$ cat src/design/fspg_map.vh
// constants and register map of the flash self-program guard
// How it works
// - no self-programming on subsystem clock
// - both voltage modes allow write and erase
// - boot clusters span 4 KB, swap exchanges them
// - swap request makes cluster 1 boot area
// - swap persists, every reset boots swapped cluster
// - window set by start and end blocks
// - window settable in self and serial programming
// - self-programming of code flash outside window is blocked
// - serial programming ignores the window
// - cluster 0 protection beats the window
// - window checks code flash only
// - cluster 0 spans 00000H to 00FFFH
`ifndef FSPG_MAP_VH
`define FSPG_MAP_VH

// wishbone word offsets (byte addresses)
`define FSPG_REG_CTRL      8'h00
`define FSPG_REG_WINDOW    8'h04
`define FSPG_REG_STATUS    8'h08
`define FSPG_REG_REQ       8'h0C
`define FSPG_REG_RESULT    8'h10
`define FSPG_REG_BOOT      8'h14

// ctrl register fields
`define FSPG_CTRL_SELF     0
`define FSPG_CTRL_VMODE    1
`define FSPG_CTRL_BC0PROT  2
`define FSPG_CTRL_SWAPSET  3
`define FSPG_CTRL_SWAPCLR  4

// request register fields
`define FSPG_REQ_BLK_LO    0
`define FSPG_REQ_KIND      16
`define FSPG_REQ_DATA      17
`define FSPG_REQ_GO        31

// kinds of rewrite request
`define FSPG_KIND_ERASE    1'b0
`define FSPG_KIND_WRITE    1'b1

// result codes
`define FSPG_RES_IDLE      2'h0
`define FSPG_RES_OK        2'h1
`define FSPG_RES_WINDOW    2'h2
`define FSPG_RES_REFUSED   2'h3

// cluster geometry: cluster 0 at 00000H, cluster 1 at 01000H
`define FSPG_CLUSTER_BYTES 32'h0000_1000
`define FSPG_BC0_BASE      20'h00000
`define FSPG_BC0_LAST      20'h00FFF
`define FSPG_BC1_BASE      20'h01000

// reset value of the window: everything open
`define FSPG_WIN_START_RST 8'h00
`define FSPG_WIN_END_RST   8'hFF

// lowest bit of the window end field in the window register
`define FSPG_WIN_END_LSB   16

`endif

$ cat src/design/fspg_guard.v
// flash self-program guard: wishbone registers, request gating, swap
`timescale 1ns/10ps
`include "fspg_map.vh"
module fspg_guard #(
    parameter BLK_W     = 8,
    parameter BLK_BYTES = 1024
) (
    input  wire             clk_i,
    input  wire             rst_i,
    // wishbone classic slave
    input  wire             wb_cyc_i,
    input  wire             wb_stb_i,
    input  wire             wb_we_i,
    input  wire [7:0]       wb_adr_i,
    input  wire [3:0]       wb_sel_i,
    input  wire [31:0]      wb_dat_i,
    output reg  [31:0]      wb_dat_o,
    output reg              wb_ack_o,
    // clock and programming state of the chip
    input  wire             cpu_on_subclk_i,
    input  wire             serial_prog_i,
    input  wire             flash_op_mode_sel_hi_i,
    input  wire             flash_op_mode_sel_lo_i,
    input  wire             fast_osc_stop_bit_i,
    // nonvolatile swap flag storage
    input  wire             nv_swap_i,
    output reg              nv_swap_we_o,
    output reg              nv_swap_o,
    // request towards the flash sequencer
    output reg              fl_req_o,
    output reg              fl_kind_o,
    output reg              fl_data_o,
    output reg  [BLK_W-1:0] fl_blk_o,
    output reg              fl_full_speed_o,
    input  wire             fl_done_i,
    // boot cluster for the reset vector
    output reg  [19:0]      boot_base_o,
    output reg              self_active_o
);
    // register state
    reg             self_q,      self_d;
    reg             vmode_q,     vmode_d;
    reg             bc0prot_q,   bc0prot_d;
    reg [BLK_W-1:0] win_start_q, win_start_d;
    reg [BLK_W-1:0] win_end_q,   win_end_d;
    reg [1:0]       result_q,    result_d;
    reg             busy_q,      busy_d;
    reg             kind_q,      kind_d;
    reg             data_q,      data_d;
    reg [BLK_W-1:0] blk_q,       blk_d;
    reg             ack_d;
    reg [31:0]      rdat_d;
    reg             swap_set,    swap_clr;

    wire            allow;
    wire            in_win;
    wire            in_bc0;
    wire            nv_d;
    wire            boot_sel;
    wire [19:0]     boot_base;
    wire            bus_req;
    wire            bus_wr;
    wire            go;
    wire            self_ok;

    // new access only when no ack is pending
    assign bus_req = wb_cyc_i && wb_stb_i && !wb_ack_o;
    assign bus_wr  = bus_req && wb_we_i;
    // self-programming never on the subsystem clock
    assign self_ok = self_q && !cpu_on_subclk_i;
    // rewrite request launched by a write with go set
    assign go = bus_wr && (wb_adr_i == `FSPG_REG_REQ) &&
                wb_sel_i[3] && wb_dat_i[`FSPG_REQ_GO];

    // window and protection check on the requested block
    fspg_window_check #(
        .BLK_W     (BLK_W),
        .BLK_BYTES (BLK_BYTES)
    ) u_check (
        .blk_i        (wb_dat_i[BLK_W-1:0]),
        .win_start_i  (win_start_q),
        .win_end_i    (win_end_q),
        .self_prog_i  (!serial_prog_i),
        .code_flash_i (!wb_dat_i[`FSPG_REQ_DATA]),
        .bc0_prot_i   (bc0prot_q),
        .in_window_o  (in_win),
        .in_bc0_o     (in_bc0),
        .allow_o      (allow)
    );

    // boot swap flag and boot cluster choice
    fspg_boot_swap u_swap (
        .clk_i        (clk_i),
        .rst_i        (rst_i),
        .nv_swap_i    (nv_swap_i),
        .set_i        (swap_set),
        .clr_i        (swap_clr),
        .nv_swap_d_o  (nv_d),
        .boot_sel_q_o (boot_sel),
        .boot_base_o  (boot_base)
    );

    // register writes, request acceptance and bus answer
    always @*
    begin
        self_d      = self_q;
        vmode_d     = vmode_q;
        bc0prot_d   = bc0prot_q;
        win_start_d = win_start_q;
        win_end_d   = win_end_q;
        result_d    = result_q;
        busy_d      = busy_q;
        kind_d      = kind_q;
        data_d      = data_q;
        blk_d       = blk_q;
        swap_set    = 1'b0;
        swap_clr    = 1'b0;
        ack_d       = bus_req;
        rdat_d      = 32'h0000_0000;
        // sequencer finished the running request
        if (busy_q && fl_done_i)
        begin
            busy_d   = 1'b0;
            result_d = `FSPG_RES_OK;
        end
        if (bus_wr)
        begin
            case (wb_adr_i)
            `FSPG_REG_CTRL:
                if (wb_sel_i[0])
                begin
                    self_d  = wb_dat_i[`FSPG_CTRL_SELF];
                    // both voltage modes rewrite alike
                    vmode_d = wb_dat_i[`FSPG_CTRL_VMODE];
                    // protection can be set, released only by reset
                    bc0prot_d = bc0prot_q |
                                wb_dat_i[`FSPG_CTRL_BC0PROT];
                    swap_set = wb_dat_i[`FSPG_CTRL_SWAPSET] &&
                               (self_ok || serial_prog_i);
                    swap_clr = wb_dat_i[`FSPG_CTRL_SWAPCLR] &&
                               serial_prog_i;
                end
            `FSPG_REG_WINDOW:
            begin
                // window writable in either programming mode
                if (wb_sel_i[0])
                    win_start_d = wb_dat_i[BLK_W-1:0];
                if (wb_sel_i[2])
                    win_end_d = wb_dat_i[`FSPG_WIN_END_LSB +: BLK_W];
            end
            default:
                rdat_d = 32'h0000_0000;
            endcase
        end
        // new rewrite request, one at a time
        if (go && !busy_q)
        begin
            kind_d = wb_dat_i[`FSPG_REQ_KIND];
            data_d = wb_dat_i[`FSPG_REQ_DATA];
            blk_d  = wb_dat_i[BLK_W-1:0];
            if (!serial_prog_i && !self_ok)
                result_d = `FSPG_RES_REFUSED;
            // protected cluster 0 is refused even outside the window
            else if (!allow && in_bc0 && bc0prot_q)
                result_d = `FSPG_RES_REFUSED;
            else if (!allow && !in_win)
                result_d = `FSPG_RES_WINDOW;
            else
            begin
                result_d = `FSPG_RES_IDLE;
                busy_d   = 1'b1;
            end
        end
        // read mux
        if (bus_req && !wb_we_i)
        begin
            case (wb_adr_i)
            `FSPG_REG_CTRL:
                rdat_d = {27'h0, 1'b0, 1'b0, bc0prot_q,
                          vmode_q, self_q};
            `FSPG_REG_WINDOW:
                rdat_d = {{(16-BLK_W){1'b0}}, win_end_q,
                          {(16-BLK_W){1'b0}}, win_start_q};
            `FSPG_REG_STATUS:
                rdat_d = {24'h0, fast_osc_stop_bit_i,
                          flash_op_mode_sel_hi_i,
                          flash_op_mode_sel_lo_i, serial_prog_i,
                          cpu_on_subclk_i, self_ok, busy_q, nv_swap_i};
            `FSPG_REG_REQ:
                rdat_d = {busy_q, 13'h0, data_q, kind_q,
                          {(16-BLK_W){1'b0}}, blk_q};
            `FSPG_REG_RESULT:
                rdat_d = {30'h0, result_q};
            `FSPG_REG_BOOT:
                rdat_d = {11'h0, boot_sel, boot_base};
            default:
                rdat_d = 32'h0000_0000;
            endcase
        end
    end

    // register update
    always @(posedge clk_i)
    begin
        if (rst_i)
        begin
            self_q      <= 1'b0;
            vmode_q     <= 1'b0;
            bc0prot_q   <= 1'b0;
            win_start_q <= `FSPG_WIN_START_RST;
            win_end_q   <= `FSPG_WIN_END_RST;
            result_q    <= `FSPG_RES_IDLE;
            busy_q      <= 1'b0;
            kind_q      <= `FSPG_KIND_ERASE;
            data_q      <= 1'b0;
            blk_q       <= {BLK_W{1'b0}};
            wb_ack_o    <= 1'b0;
            wb_dat_o    <= 32'h0000_0000;
        end
        else
        begin
            self_q      <= self_d;
            vmode_q     <= vmode_d;
            bc0prot_q   <= bc0prot_d;
            win_start_q <= win_start_d;
            win_end_q   <= win_end_d;
            result_q    <= result_d;
            busy_q      <= busy_d;
            kind_q      <= kind_d;
            data_q      <= data_d;
            blk_q       <= blk_d;
            wb_ack_o    <= ack_d;
            wb_dat_o    <= rdat_d;
        end
    end

    // registered outputs to sequencer, swap store and boot logic
    always @(posedge clk_i)
    begin
        if (rst_i)
        begin
            fl_req_o        <= 1'b0;
            fl_kind_o       <= 1'b0;
            fl_data_o       <= 1'b0;
            fl_blk_o        <= {BLK_W{1'b0}};
            fl_full_speed_o <= 1'b1;
            nv_swap_we_o    <= 1'b0;
            nv_swap_o       <= 1'b0;
            boot_base_o     <= `FSPG_BC0_BASE;
            self_active_o   <= 1'b0;
        end
        else
        begin
            fl_req_o        <= busy_d;
            fl_kind_o       <= kind_d;
            fl_data_o       <= data_d;
            fl_blk_o        <= blk_d;
            // argument zero selects full speed
            fl_full_speed_o <= !vmode_q;
            nv_swap_we_o    <= swap_set || swap_clr;
            nv_swap_o       <= nv_d;
            boot_base_o     <= boot_base;
            self_active_o   <= self_ok && !serial_prog_i;
        end
    end
endmodule

$ cat src/design/fspg_window_check.v
// block range check for the shield window and cluster 0 protection
`timescale 1ns/10ps
`include "fspg_map.vh"
module fspg_window_check #(
    parameter BLK_W      = 8,
    parameter BLK_BYTES  = 1024
) (
    input  wire [BLK_W-1:0] blk_i,
    input  wire [BLK_W-1:0] win_start_i,
    input  wire [BLK_W-1:0] win_end_i,
    input  wire             self_prog_i,
    input  wire             code_flash_i,
    input  wire             bc0_prot_i,
    output wire             in_window_o,
    output wire             in_bc0_o,
    output wire             allow_o
);
    // blocks covered by one boot cluster
    localparam [31:0] BC0_BLKS = `FSPG_CLUSTER_BYTES / BLK_BYTES;

    // inclusive window compare
    assign in_window_o = (blk_i >= win_start_i) &&
                         (blk_i <= win_end_i);
    // cluster 0 from block 0 up to 00FFFH
    assign in_bc0_o    = ({{(32-BLK_W){1'b0}}, blk_i} <
                          BC0_BLKS);

    // protection first, then window only for self code rewrites
    assign allow_o = (code_flash_i && bc0_prot_i && in_bc0_o) ? 1'b0 :
                     (!code_flash_i) ? 1'b1 :
                     (!self_prog_i)  ? 1'b1 :
                     in_window_o;
endmodule

$ cat src/design/fspg_boot_swap.v
// boot swap flag with nonvolatile copy and cluster selection that follows it every cycle
`timescale 1ns/10ps
`include "fspg_map.vh"
module fspg_boot_swap (
    input  wire        clk_i,
    input  wire        rst_i,
    input  wire        nv_swap_i,
    input  wire        set_i,
    input  wire        clr_i,
    output reg         nv_swap_d_o,
    output reg         boot_sel_q_o,
    output reg  [19:0] boot_base_o
);
    // the nonvolatile copy is written here, survives reset outside
    always @*
    begin
        nv_swap_d_o = nv_swap_i;
        if (clr_i)
            nv_swap_d_o = 1'b0;
        if (set_i)
            nv_swap_d_o = 1'b1;
    end

    // cluster used for boot, follows nonvolatile copy every cycle, cleared in reset
    always @(posedge clk_i)
    begin
        if (rst_i)
            boot_sel_q_o <= 1'b0;
        else
            boot_sel_q_o <= nv_swap_i;
    end

    // start address of the active boot cluster
    always @*
    begin
        if (boot_sel_q_o)
            boot_base_o = `FSPG_BC1_BASE;
        else
            boot_base_o = `FSPG_BC0_BASE;
    end
endmodule

$ cat config.mk
export PLATFORM = sky130hd
export DESIGN_NAME = fspg_guard
export DESIGN_NICKNAME = d
export VERILOG_FILES = /design/src/design/fspg_guard.v /design/src/design/fspg_window_check.v /design/src/design/fspg_boot_swap.v
export VERILOG_INCLUDE_DIRS = /design/src /design/src/design
export SDC_FILE = /design/constraint.sdc
export NUM_CORES = 1
export LEC_CHECK = 0
export ABC_CLOCK_PERIOD_IN_PS = 2800
export BUFFER_PORTS_ARGS = -buffer_cell sky130_fd_sc_hd__clkbuf_2
export CAP_MARGIN = 20
export CORE_MARGIN = 10
export CORE_UTILIZATION = 40
export CTS_CLUSTER_DIAMETER = 100
export CTS_CLUSTER_SIZE = 28
export DETAILED_ROUTE_END_ITERATION = 7
export GPL_ROUTABILITY_DRIVEN = 0
export PLACE_DENSITY = 0.66
export SLEW_MARGIN = 20
export SYNTH_ARGS = -nofsm -noshare
export SYNTH_HDL_FRONTEND = slang
export SYNTH_SLANG_ARGS = --single-unit
$ cat constraint.sdc
create_clock -name clk_i -period 2.8 [get_ports clk_i]
set_clock_uncertainty 0.15 [all_clocks]
set_input_delay 0.56 -clock clk_i [delete_from_list [all_inputs] [get_ports clk_i]]
set_output_delay 0.56 -clock clk_i [all_outputs]
set_load 0.01 [all_outputs]
==> summary.md <==
| Metric | Value |
|---|---|
| Status | `finished, final reports clean` |
| Top cells by area, synth | `dfxtp_1 40%, buf_4 8.8%, ha_1 6.9%` |
| Die Ht | `around 100 um` |
| Gr ovfl total | `0` |
| Gr usage total | `0.1341` |
| Post-synthesis register bit count | `between 50 and 60` |
| Post-synth top cells | `57 x dfxtp_1, 42 x nor2_1, 34 x buf_4, 18 x mux2i_1, 17 x inv_1` |
| Area leader, netlist | `dfxtp_1` |
| Sw frac | `0.2242` |
| Post-synthesis average cell area | `between 9 and 10 um^2` |
| Hold Path Sink | `win_end_q[4]` |
| Share of power burned in the clock network | `0.494` |
| TritonCTS clock tree | `built` |
| Post-synthesis cell type count | `49` |
| Share of power burned in registers | `0.435` |
| Synth Flop Type | `dfxtp_1` |
| Clock-pin slew on the worst setup and hold paths | `about 0.070 ns` |
| Layout Nets | `about 460` |
| Routed via count | `approximately 2,400` |
| Total CTS buffers | `9` |
| # IOs | `about 120` |
| Max-Cap Viols | `0` |
| Int Pwr | `around 1500 uW` |
| Initial DRT Pass Iterations | `4` |
| Peak supply drop | `around 0.27 mV` |
| CP Class | `input pin to register` |
| FF-to-FF End | `result_q[1]` |
| Logic gate share of total power | `0.071` |
| Via density | `4.843` |
| Clk buf depth | `2` |
| DRC viols | `0` |
| Initial Utilization | `0.4181` |
| Arrival @ worst endpoint | `about 2.2 ns` |
| Core area | `approximately 6900 um^2` |
| Hold Crit Class | `input pin to register` |
| CP top delay family | `simple AND/OR/NAND/NOR gates` |
| Die area | `between 10,000 and 15,000 um^2` |
| Total power draw | `~1900 uW` |
| Synth Warn # | `0` |
| DP HPWL | `~5900 um` |
| Die X | `around 100 um` |
| Minimum clock period | `between 2 and 2.5 ns` |
| Initial antenna violation count | `0` |
| Fill count | `around 700` |
| Antenna viol nets, final | `0` |
| Crit-path cells | `clkbuf_2 -> or4_4 -> nor3_1 -> nand4_1 -> o21ai_0 -> o31ai_1` |
| CP max FO | `6` |
| Post-CTS Setup Inserts | `0` |
| First-pass GRT wire length | `between 10,000 and 15,000 um` |
| Async set-reset flop share out of synthesis | `0` |
| RSZ-0062 raised after global routing | `false` |
| Crit end category | `register` |
| Reg2Reg Depth | `7` |
| Max-slew violations | `0` |
| Reg2Reg Setup Slack | `approximately 0.8 ns` |
| Area growth, synth to finish | `20.15%` |
| Final-report hold violation count | `0` |
| WL/cell | `between 15 and 20 um` |
| Cell depth of the worst hold path | `2` |
| Most frequent cell after synthesis | `dfxtp_1` |
| Clock root buffer | `clkbuf_8` |
| CTS H-tree lvls | `3` |
| Diode count | `0` |
| DR iter-0 viols | `86` |
| Final setup viols | `0` |
| WP buf/inv | `1` |
| Row cnt | `30` |
| R2r startpoint | `win_end_q[4]` |
| Largest net degree at the start of global routing | `40` |
| Critical path data required time | `around 2.9 ns` |
| Register area share after synthesis | `0.3951` |
| Period utilization | `0.7694` |
| Clock Latency Late Sink | `approximately 0.34 ns` |
| Clock sink count | `57` |
| PortBufs | `between 70 and 80` |
| Cell Pwr Density | `539.8 nW/um^2` |
| Layout cells sized above 1 | `0.2727` |
| Worst setup SP type | `input pin` |
| CP max stage cell | `or4_4` |
| Synth top area share | `0.3951` |
| Maximum clock frequency | `around 0.46 GHz` |
| Leak | `about 0.0017 uW` |
| Synth Instances | `312` |
| Setup_tns | `0 ns` |
| Routed wire length | `about 7500 um` |
| Resized cells post-CTS | `0` |
| # hold bufs at CTS | `0` |
| Switch Pwr | `roughly 420 uW` |
| Hold_sp | `wb_dat_i[20]` |
| Post-synth EDFFs | `0` |
| Vias in the first global route | `around 2,400` |
| CP max stage delay | `0.56 ns` |
| Synthesized cell area | `around 2900 um^2` |
kinds of logic after synthesis:
logic type / count (synthesis) / share of synthesized area
AND/OR/NAND/NOR: 99 / 0.1833
buffers and inverters: 62 / 0.1317
flip-flops: 57 / 0.3951
AO/OA/AOI/OAI: 52 / 0.1295
multiplexers: 25 / 0.08969
adder cells (fa/ha/maj): 16 / 0.06932
other: 1 / 0.001299
state kept, by name (all words and copies together), names as in the netlist, 2 cells and up:
register / count
fl_blk_o: 8
result_q: 2
wb_dat_o: 18
win_end_q: 8
win_start_q: 8
cells in the final DEF, fill, tap and decap left out, drive strengths merged, types with 2 or more instances in the layout:
cell    synthesis  routed
mux2i          18      18
nor4b           2       2
dfxtp          57      57
a31oi           2       2
and2            6       6
clkinv          0       2
nand3b          2       2
o211ai          2       2
a211o          10      10
bufinv          0       3
mux2            7       7
a211oi          6       6
ha             16      16
nand4           3       3
a22oi           7       7
o21ai           6       6
a21o            2       2
nor3            4       4
nor2b           9       9
and3b           2       2
clkbuf          7      85
nor2           42      42
and3            4       4
inv            17      17
a21oi           9       9
nand2          12      12
nand2b          3       3
a222oi          2       2
conb            1      33
buf            38       7
metal layers:
layer  GRT usage  wire (um)  up-vias
met2      0.2291       3693       86
li1            -          -     1181
met3     0.05037        628       16
met5           0          0        -
met1      0.1426       3014     1100
met4     0.06471        164        0
through the flow:
stage          instance area, um^2  std cells    util  hold slack (ns)  worst slack (ns)
2_1_floorplan                 3008        344       -           0.2305            0.3523
3_3_place_gp                  3234        476  0.4683           0.2530            0.3125
3_5_place_dp                  3234        476  0.4683           0.2516            0.3020
4_1_cts                       3470        492  0.5024           0.2632            0.6400
5_1_grt                       3470        492  0.5024           0.2707            0.4856
6_report                      3470        492  0.5024           0.2671            0.6457
worst max-delay path by stage:
stage                            from            to  slack [ns]  cells past startpoint
after floorplan           wb_adr_i[7]  win_end_q[4]        0.35                      7
after global placement    wb_adr_i[7]  win_end_q[0]        0.31                      7
after detailed placement  wb_adr_i[7]  win_end_q[3]        0.30                      7
after CTS                 wb_adr_i[7]     nv_swap_o        0.64                      6
after global routing      wb_adr_i[7]     nv_swap_o        0.49                      6
final                     wb_adr_i[7]     nv_swap_o        0.65                      6
power groups by stage:
stage          clock (uW)  sequential [uW]  combinational (uW)
3_3_place_gp            0              833                 127
5_1_grt               971              814                 149
6_report              925              814                 133
3_5_place_dp            0              833                 130
2_1_floorplan           0              834                 107
4_1_cts               936              814                 131
final cells by class:
type / instances / area (um^2) / area share
tap: 96 / 120.1 / 0.03462
sequential: 57 / 1141 / 0.3289
inverter: 17 / 63.81 / 0.01839
multi-input combinational: 225 / 1486 / 0.4284
clock inverter: 5 / 103.9 / 0.02993
clock buffer: 11 / 131.4 / 0.03787
timing repair buffer: 81 / 422.9 / 0.1219
No activity file was read; power rests on OpenSTA's default activity.
